`src/inc/ext_bus_pkg.sv`:
```
// Purpose: Shared constants and types for the external bus ready control
// Assumes: One system clock at 40 MHz, bus reference clock made by a divider
// Notes:   All timing counts derive from times given in nanoseconds
package ext_bus_pkg;

  // System clock period and bus reference clock period
  localparam int unsigned SYS_PERIOD_NS = 25;
  localparam int unsigned BUS_PERIOD_NS = 200;
  // System clocks per bus reference clock period (rounded down, min 1)
  localparam int unsigned BUS_DIV_RAW   = BUS_PERIOD_NS / SYS_PERIOD_NS;
  localparam int unsigned BUS_DIV       = (BUS_DIV_RAW < 1) ? 1 : BUS_DIV_RAW;
  localparam logic [3:0]  DIV_LAST      = 4'(BUS_DIV - 1);
  localparam logic [3:0]  DIV_HALF      = 4'(BUS_DIV / 2 - 1);

  // Field widths of the bus
  localparam int unsigned ADDR_W = 24;
  localparam int unsigned DATA_W = 16;
  localparam int unsigned CNT_W  = 4;
  localparam int unsigned WAIT_W = 8;

  // Idle, start and step values of pins and counters
  localparam logic [ADDR_W-1:0] ADDR_IDLE = 24'h000000;
  localparam logic [DATA_W-1:0] DATA_ZERO = 16'h0000;
  localparam logic [CNT_W-1:0]  CNT_ONE   = 4'h1;
  localparam logic [WAIT_W-1:0] WAIT_ZERO = 8'h00;
  localparam logic [WAIT_W-1:0] WAIT_ONE  = 8'h01;

  // Bus cycle phases
  typedef enum logic [1:0] {
    PH_IDLE,
    PH_ADDR,
    PH_CMD,
    PH_END
  } phase_t;

endpackage

```
`src/inc/ready_if.sv`:
```
`timescale 1ns/1ps
// Purpose: Link between the cycle sequencer and the ready sampler
// Assumes: Both ends run on ref_clk
// Notes:   Sequencer opens the sample window, sampler answers readyOk
interface ready_if;
  logic tick;        // Rising edge moment of the bus reference clock
  logic sampleEn;    // Valid sample point window of a ready cycle
  logic asyncMode;   // Extra synchronizer stage selected
  logic activeHigh;  // High level on the pin means ready
  logic readyOk;     // Ready seen at this sample point

  modport seq (output tick, output sampleEn, output asyncMode,
               output activeHigh, input readyOk);
  modport smp (input tick, input sampleEn, input asyncMode,
               input activeHigh, output readyOk);
endinterface

```
`src/core/ready_sampler.sv`:
```
`timescale 1ns/1ps
// Purpose: Synchronise the ready pin and apply polarity and async stage
// Assumes: readyPin is asynchronous to ref_clk
// Notes:   Async stage is cleared outside the window to force one wait
module ready_sampler (
  input  wire logic ref_clk,
  input  wire logic rst_n,
  input  wire logic readyPin,
  ready_if.smp      rdy
);
  import ext_bus_pkg::*;

  // All sampler state in one register
  typedef struct packed {
    logic meta;   // First synchroniser flop, read only by sync
    logic sync;   // Second synchroniser flop
    logic stage;  // Added bus-clock synchronisation stage
  } smp_t;

  smp_t state_r;   // Registered state
  smp_t state_nxt; // Next state
  logic levelOk;   // Pin level after polarity selection

  // Polarity selection on the synchronised pin
  always_comb begin
    levelOk = rdy.activeHigh ? state_r.sync : ~state_r.sync;
  end

  // Next state; the stage loads levelOk at window sample points and clears at other ticks
  always_comb begin
    state_nxt      = state_r;
    state_nxt.meta = readyPin;
    state_nxt.sync = state_r.meta;
    if (rdy.tick) begin
      state_nxt.stage = rdy.sampleEn ? levelOk : 1'b0;
    end
  end

  // Sync mode reads the synchronised level levelOk, async mode reads the stage
  always_comb begin
    rdy.readyOk = rdy.asyncMode ? state_r.stage : levelOk;
  end

  // State register
  always_ff @(posedge ref_clk or negedge rst_n) begin
    if (!rst_n) begin
      state_r <= '0;
    end else begin
      state_r <= state_nxt;
    end
  end

  a_sync_polarity: assert property (@(posedge ref_clk) disable iff (!rst_n)
    rdy.tick && !rdy.asyncMode |->
      rdy.readyOk == (state_r.sync == rdy.activeHigh))
    else $error("sync ready does not follow pin and polarity");

  a_async_stage: assert property (@(posedge ref_clk) disable iff (!rst_n)
    rdy.tick && rdy.asyncMode && rdy.sampleEn |=>
      rdy.readyOk == $past(levelOk))
    else $error("async ready is not one sample late");

endmodule // ready_sampler

```
`src/core/ext_bus_ready_wait_control.sv`:
```
`timescale 1ns/1ps
// Purpose: External bus cycle sequencer with ready-controlled wait states
// Assumes: Requests come from logic on ref_clk; pins are asynchronous
// Notes:   Phases advance on rising edges of the bus reference clock
module ext_bus_ready_wait_control (
  input  wire logic                         ref_clk,
  input  wire logic                         rst_n,
  input  wire logic                         reqValid,
  input  wire logic                         reqWrite,
  input  wire logic [ext_bus_pkg::ADDR_W-1:0] reqAddr,
  input  wire logic [ext_bus_pkg::DATA_W-1:0] reqWdata,
  input  wire logic                         reqUpper,
  input  wire logic                         cfgReadyCtl,
  input  wire logic                         cfgAsync,
  input  wire logic                         cfgActiveHigh,
  input  wire logic [ext_bus_pkg::CNT_W-1:0]  cfgCmdTicks,
  input  wire logic                         readyPin,
  input  wire logic [ext_bus_pkg::DATA_W-1:0] dataIn,
  output logic                              reqReady,
  output logic                              doneValid,
  output logic [ext_bus_pkg::DATA_W-1:0]      rdData,
  output logic [ext_bus_pkg::WAIT_W-1:0]      waitCount,
  output logic [ext_bus_pkg::ADDR_W-1:0]      addrOut,
  output logic                              rdStrobeN,
  output logic                              wrStrobeN,
  output logic                              upperByteSelectN,
  output logic [ext_bus_pkg::DATA_W-1:0]      dataOut,
  output logic                              dataOe,
  output logic                              busReferenceClock
);
  import ext_bus_pkg::*;

  // All sequencer state in one register
  typedef struct packed {
    phase_t            phase;     // Bus cycle phase
    logic [3:0]        divCnt;    // Reference clock divider
    logic              busClk;    // Reference clock level
    logic [CNT_W-1:0]  cmdCnt;    // Command ticks elapsed
    logic [CNT_W-1:0]  cmdTicks;  // Programmed command ticks
    logic              write;     // Cycle direction
    logic              readyCtl;  // Cycle governed by ready
    logic              async;     // Async ready for this cycle
    logic              actHigh;   // Ready polarity for this cycle
    logic [WAIT_W-1:0] waits;     // Wait states inserted
    logic [ADDR_W-1:0] addr;      // Address pins
    logic              rdN;       // Read strobe
    logic              wrN;       // Write strobe
    logic              upperN;    // Upper byte select
    logic [DATA_W-1:0] wdata;     // Write data pins
    logic              oe;        // Data pins driven
    logic [DATA_W-1:0] dMeta;     // Read data first sync flop
    logic [DATA_W-1:0] dSync;     // Read data second sync flop
    logic [DATA_W-1:0] rdata;     // Captured read data
    logic              done;      // End of cycle pulse
    logic              idle;      // Ready for a request
  } seq_t;

  seq_t    state_r;   // Registered state
  seq_t    state_nxt; // Next state
  logic    tick;      // Bus clock rising edge moment
  logic    atSample;  // Command minimum reached
  ready_if rdy ();    // Link to the ready sampler

  // Ready synchroniser, polarity and async stage
  ready_sampler u_sampler (
    .ref_clk  (ref_clk),
    .rst_n    (rst_n),
    .readyPin (readyPin),
    .rdy      (rdy)
  );

  // Tick and sample window; ready matters only at window points
  always_comb begin
    tick     = (state_r.divCnt == DIV_LAST);
    atSample = (state_r.phase == PH_CMD) &&
               (state_r.cmdCnt >= state_r.cmdTicks);
    rdy.tick       = tick;
    rdy.sampleEn   = atSample && state_r.readyCtl;
    rdy.asyncMode  = state_r.async;
    rdy.activeHigh = state_r.actHigh;
  end

  // Next state of the sequencer
  always_comb begin
    state_nxt       = state_r;
    state_nxt.dMeta = dataIn;
    state_nxt.dSync = state_r.dMeta;
    state_nxt.done  = 1'b0;
    // Divider: high half then low half, rising edge on tick
    if (tick) begin
      state_nxt.divCnt = 4'h0;
      state_nxt.busClk = 1'b1;
    end else begin
      state_nxt.divCnt = state_r.divCnt + 4'h1;
      if (state_r.divCnt == DIV_HALF) begin
        state_nxt.busClk = 1'b0;
      end
    end
    if (tick) begin
      unique case (state_r.phase)
        // Take a request and drive address
        PH_IDLE: begin
          if (reqValid) begin
            state_nxt.phase    = PH_ADDR;
            state_nxt.idle     = 1'b0;
            state_nxt.write    = reqWrite;
            state_nxt.addr     = reqAddr;
            state_nxt.upperN   = ~reqUpper;
            state_nxt.wdata    = reqWdata;
            state_nxt.oe       = reqWrite;
            state_nxt.readyCtl = cfgReadyCtl;
            state_nxt.async    = cfgAsync;
            state_nxt.actHigh  = cfgActiveHigh;
            state_nxt.cmdTicks = cfgCmdTicks;
            state_nxt.waits    = WAIT_ZERO;
          end
        end
        // Assert the command strobe
        PH_ADDR: begin
          state_nxt.phase  = PH_CMD;
          state_nxt.cmdCnt = CNT_ONE;
          state_nxt.rdN    = state_r.write;
          state_nxt.wrN    = ~state_r.write;
        end
        // Command phase, then ready sample points
        PH_CMD: begin
          if (!atSample) begin
            state_nxt.cmdCnt = state_r.cmdCnt + CNT_ONE;
          end else if (!state_r.readyCtl || rdy.readyOk) begin
            state_nxt.phase = PH_END;
            state_nxt.rdN   = 1'b1;
            state_nxt.wrN   = 1'b1;
            state_nxt.addr  = ADDR_IDLE;
            if (!state_r.write) begin
              state_nxt.rdata = state_r.dSync;
            end
          end else begin
            state_nxt.waits = state_r.waits + WAIT_ONE;
          end
        end
        // Recovery: release data pins and report
        PH_END: begin
          state_nxt.phase  = PH_IDLE;
          state_nxt.oe     = 1'b0;
          state_nxt.upperN = 1'b1;
          state_nxt.done   = 1'b1;
          state_nxt.idle   = 1'b1;
        end
      endcase
    end
  end

  // State register; strobes and selects idle high
  always_ff @(posedge ref_clk or negedge rst_n) begin
    if (!rst_n) begin
      state_r        <= '0;
      state_r.phase  <= PH_IDLE;
      state_r.rdN    <= 1'b1;
      state_r.wrN    <= 1'b1;
      state_r.upperN <= 1'b1;
      state_r.idle   <= 1'b1;
    end else begin
      state_r <= state_nxt;
    end
  end

  // Outputs straight from the register
  assign reqReady          = state_r.idle;
  assign doneValid         = state_r.done;
  assign rdData            = state_r.rdata;
  assign waitCount         = state_r.waits;
  assign addrOut           = state_r.addr;
  assign rdStrobeN         = state_r.rdN;
  assign wrStrobeN         = state_r.wrN;
  assign upperByteSelectN  = state_r.upperN;
  assign dataOut           = state_r.wdata;
  assign dataOe            = state_r.oe;
  assign busReferenceClock = state_r.busClk;

  a_wait_holds: assert property (@(posedge ref_clk) disable iff (!rst_n)
    tick && rdy.sampleEn && !rdy.readyOk |=>
      state_r.phase == PH_CMD && !(state_r.rdN && state_r.wrN))
    else $error("cycle ended without ready");

  a_ready_ends: assert property (@(posedge ref_clk) disable iff (!rst_n)
    tick && rdy.sampleEn && rdy.readyOk |=>
      state_r.phase == PH_END && state_r.rdN && state_r.wrN)
    else $error("ready did not end the cycle");

  a_async_min_wait: assert property (@(posedge ref_clk) disable iff (!rst_n)
    tick && rdy.sampleEn && state_r.async &&
      state_r.waits == WAIT_ZERO |=>
      state_r.waits == WAIT_ONE)
    else $error("async cycle without a wait state");

  a_wait_count: assert property (@(posedge ref_clk) disable iff (!rst_n)
    tick && rdy.sampleEn && !rdy.readyOk |=>
      state_r.waits == $past(state_r.waits) + WAIT_ONE)
    else $error("wait count did not advance");

  a_read_capture: assert property (@(posedge ref_clk) disable iff (!rst_n)
    $rose(state_r.rdN) |->
      state_r.rdata == $past(state_r.dSync) && state_r.addr == ADDR_IDLE)
    else $error("read data not captured at strobe rise");

  a_ignore_ready: assert property (@(posedge ref_clk) disable iff (!rst_n)
    tick && atSample && !state_r.readyCtl |=>
      state_r.phase == PH_END && state_r.waits == $past(state_r.waits))
    else $error("ready used in a cycle without ready control");

  c_async_wait: cover property (@(posedge ref_clk) disable iff (!rst_n)
    state_r.done && state_r.async && state_r.waits > WAIT_ONE);
  c_sync_read: cover property (@(posedge ref_clk) disable iff (!rst_n)
    state_r.done && !state_r.write && state_r.readyCtl && !state_r.async);
  c_plain_write: cover property (@(posedge ref_clk) disable iff (!rst_n)
    state_r.done && state_r.write && !state_r.readyCtl);

endmodule // ext_bus_ready_wait_control

```
`config.mk`:
```
export PLATFORM = sky130hd
export DESIGN_NAME = ext_bus_ready_wait_control
export DESIGN_NICKNAME = d
export VERILOG_FILES = /design/src/inc/ext_bus_pkg.sv /design/src/inc/ready_if.sv /design/src/core/ready_sampler.sv /design/src/core/ext_bus_ready_wait_control.sv
export SDC_FILE = /design/constraint.sdc
export NUM_CORES = 1
export LEC_CHECK = 0
export ABC_AREA = 0
export BUFFER_PORTS_ARGS = -buffer_cell sky130_fd_sc_hd__buf_2
export CAP_MARGIN = 10
export CORE_MARGIN = 2
export CORE_UTILIZATION = 40
export DETAILED_ROUTE_END_ITERATION = 16
export HOLD_SLACK_MARGIN = 0.06
export PLACE_DENSITY = 0.66
export SLEW_MARGIN = 20
export SYNTH_ARGS = -nofsm -noshare
export SYNTH_HDL_FRONTEND = slang
export SYNTH_SLANG_ARGS = --single-unit
```
`constraint.sdc`:
```
create_clock -name ref_clk -period 2.2 [get_ports ref_clk]
set_clock_uncertainty 0.05 [all_clocks]
set_input_delay 0.44 -clock ref_clk [delete_from_list [all_inputs] [get_ports ref_clk]]
set_output_delay 0.44 -clock ref_clk [all_outputs]
set_load 0.005 [all_outputs]
```
==> results.md <==
- Setup ws final: ~0.016 ns
- Placer Congestion: ~0.87
- CP max FO: 5
- HP Class: input port to asynchronous set/reset pin
- Final setup violation count: 0
- Area Growth Syn to Fin: 23.33%
- Commonest cells in the synthesized netlist: dfrtp_1, buf_4, mux2_2, a22o_1, nor2_1
- Die Y-Extent: 119.2 um
- Antenna-violating nets left: 0
- HPWL after DPL: 7.178 mm
- Rel. slew slack: 57.05%
- Fin cells: approximately 700
- Placed instance count: 658
- Vias in the first global route: 3427
- Longest Clk Path Bufs: 2
- Critical Path Sink Type: flop
- Slew @ Worst Pin: roughly 0.64 ns
- I/O Pins: 140
- RSZ-0062 raised after global routing: true
- Fillers: between 1000 and 1500
- Count of input and output buffers: about 140
- Multi-input gate area: ~0.0017 sq mm
- Vias: 3374
- Clock latency on the worst-skew pair: 0.41 ns
- PD cells: 1283 mW/mm^2
- Gr busiest metal: met2
- CTS tree: done
- Synthesized instance count: just over 400
- Via-to-Cell Ratio: approximately 4.9
- Met1 usage: between 10% and 20%
- Crit path DAT: 2.43 ns
- Standard-cell rows: 42
- VDD IR-drop max: ~0.52 mV
- Antenna cells: 0
- Pin count of the biggest net entering global routing: ~130
- Share of the synthesized area in the top cell type: approximately 57%
- Initial drt markers: 208
- Async SR Flop Fraction: between 90% and 100%
- Top-count cell post-synth: dfrtp_1
- Syn_nets: about 480
- Final Max Tran Viols: 0
- Setup TNS: 0 ns
- R2R Setup Slk: ~0.016 ns
- Root buf cell: clkbuf_16
- Required time of the critical path: roughly 2.5 ns
- End point of the critical path: waitCount[0]
- Max Freq: between 0.4 and 0.5 GHz
- Yosys cell types: 49
- Status: finished clean
- Final-report hold violation count: 0
- Pre-Repair DR Iteration Count: 4
- Synth top area cells: dfrtp_1, buf_4, mux2_2
- Reg clk slew, reported paths: ~0.060 ns
- RR Endpoint: waitCount[0]
- Cts hold-fix bufs: 0
- Final Routed Wirelength: about 10 mm
- Hold slack final: 0.07121 ns
- FF-to-FF path depth: 10
- WL per Instance: approximately 15 um
- Avg Inst Size Synth: around 13 sq um
- Reg2Reg Launch Point: state_r[110]
- DR DRC count: 0
- Clock Sinks: roughly 120
- LEAKAGE: about 3.2 nW
- Min cycle time layout: between 2 and 2.5 ns
- GR met2 Demand/Resource: between 20% and 30%
- Final instance area: ~0.0065 sq mm
- Yosys Warn Count: 0
- H-tree Lvls: 4
- Synth area leader: dfrtp_1
- FF+latch area: approximately 0.0031 sq mm
- Post-synth EDFFs: 0
- M3 GR Usage: roughly 5.6%
- Setup Crit Path Kind: flop to flop
- Share of layout cells above drive strength 1: ~50%
- Core region area: 0.01309 sq mm
- CP Launch Type: flop
- Nets@finish: between 500 and 600
- Die Area: 0.01420 sq mm
- Seq/Total Area, Yosys: around 59%
- Die width: roughly 120 um
- Initial core utilization: about two fifths
- First-pass GRT wire length: 16.84 mm
- DP Worst Slack: -0.09895 ns
- Synth Cell Area: 0.005305 sq mm
- Post-route clock period utilization: between 90% and 100%
- Worst Setup SP: state_r[110]
- DP Area: roughly 0.0058 sq mm
- Total GRT Usage: 15.44%
- Ys flop type: dfrtp_1
- Initial antenna violation count: 0
- CTS Buf Count: 17
- #FFs+latches synth: between 100 and 150
- Grt total ovfl: 0
- Max-cap viol count: 0
critical path, cell delays in order, from the launching register on:
cell and delay (ns):
dfrtp_1 0.39, inv_2 0.08, ha_4 0.19, nand2b_4 0.14, a2111oi_4 0.27, buf_4 0.21, buf_6 0.12, buf_6 0.11
nor3_4 0.05, mux2_4 0.29, a22o_1 0.17
per-layer routing:
| metal | vias to the layer above | part of all wire [%] |
|---|---|---|
| met4 | 0 | 2.1 |
| met5 | - | 0 |
| met3 | 20 | 5.9 |
| met2 | 110 | 48 |
| met1 | 1681 | 44 |
| li1 | 1563 | - |
where the power goes:
part	internal (mW)	switching (mW)	total, mW
registers	2.89	0.385	3.27
clock network	1.61	1.02	2.63
logic	1.35	1.13	2.49
total	5.85	2.54	8.39
per-stage QoR:
| step | power [mW] | util, % |
|---|---|---|
| after floorplan | 5.038 | - |
| after CTS | 8.250 | 49.24 |
| after global routing | 8.891 | 50.00 |
| after global placement | 5.394 | 44.69 |
| final | 8.393 | 50.00 |
| after detailed placement | 5.514 | 44.69 |
cell usage in the layout, fill, tap and decap left out, types with 3 or more instances in the layout:
| master | synthesis | routed |
|---|---|---|
| mux2_2 | 36 | 34 |
| mux2_4 | 10 | 12 |
| a21oi_1 | 6 | 6 |
| dfstp_2 | 4 | 4 |
| clkinvlp_4 | 0 | 4 |
| nor3b_1 | 3 | 3 |
| and2_1 | 5 | 5 |
| ha_1 | 11 | 10 |
| clkinv_2 | 0 | 3 |
| nand2_1 | 17 | 17 |
| buf_2 | 2 | 138 |
| o2bb2ai_1 | 3 | 3 |
| nand3_1 | 7 | 7 |
| inv_1 | 9 | 8 |
| clkbuf_16 | 0 | 17 |
| a31o_2 | 3 | 3 |
| nor2_1 | 19 | 17 |
| nand4_1 | 4 | 4 |
| a22o_1 | 29 | 29 |
| o21ai_0 | 3 | 3 |
| clkinv_4 | 0 | 4 |
| buf_4 | 64 | 18 |
| buf_12 | 1 | 4 |
| dfrtp_1 | 120 | 120 |
cell families (layout without fill, tap and decap cells):
| group | Yosys count | after routing | synth area share [%] |
|---|---|---|---|
| DFF | 124 | 124 | 58.58 |
| muxes | 47 | 47 | 10.66 |
| adders and majority gates | 11 | 11 | 2.594 |
| and+or+nand+nor | 68 | 68 | 6.556 |
| buffers and inverters | 88 | 203 | 11.25 |
| xor gates and xnor gates | 2 | 2 | 0.3302 |
| AOI/OAI and AO/OA | 64 | 64 | 10.02 |
area by class of cell:
cell class	instances	share of cell area, %
Clock buffer	19	6.923
Clock inverter	13	1.817
Inverter	9	0.5164
Multi-Input combinational cell	192	25.68
Sequential cell	124	47.50
Tap cell	176	3.366
Timing Repair Buffer	162	14.19
flip-flops by register name, indices dropped and copies added, names as in the netlist:
register,flops
waitCount,8
rdy.asyncMode,1
state_nxt,16
upperByteSelectN,1
u_sampler.state_r,2
wrStrobeN,1
state_r,32
rdStrobeN,1
u_sampler.state_nxt,1
rdy.activeHigh,1
reqReady,1
doneValid,1
rdData,16
dataOe,1
dataOut,16
addrOut,24
busReferenceClock,1
timing repair:
item                                    4_1_cts  5_1_grt
gates resized for setup                       4       11
setup buffers                                 1        4
endpoints found under the hold margin         0        0
pin swaps                                     1        2
endpoints found under the setup margin       27       47
worst min path at each step:
| stage | from | to | slack (ns) | cells past startpoint |
|---|---|---|---|---|
| after floorplan | rst_n | addrOut[0] | 0.09 | 0 |
| after global placement | u_sampler.state_nxt[1] | u_sampler.state_r[1] | 0.28 | 0 |
| after detailed placement | state_nxt[31] | state_r[31] | 0.28 | 0 |
| after CTS | dataIn[13] | state_nxt[31] | 0.06 | 1 |
| after global routing | dataIn[13] | state_nxt[31] | 0.06 | 1 |
| final | rst_n | state_r[21] | 0.07 | 2 |
Power figures use the tool's default switching activity.
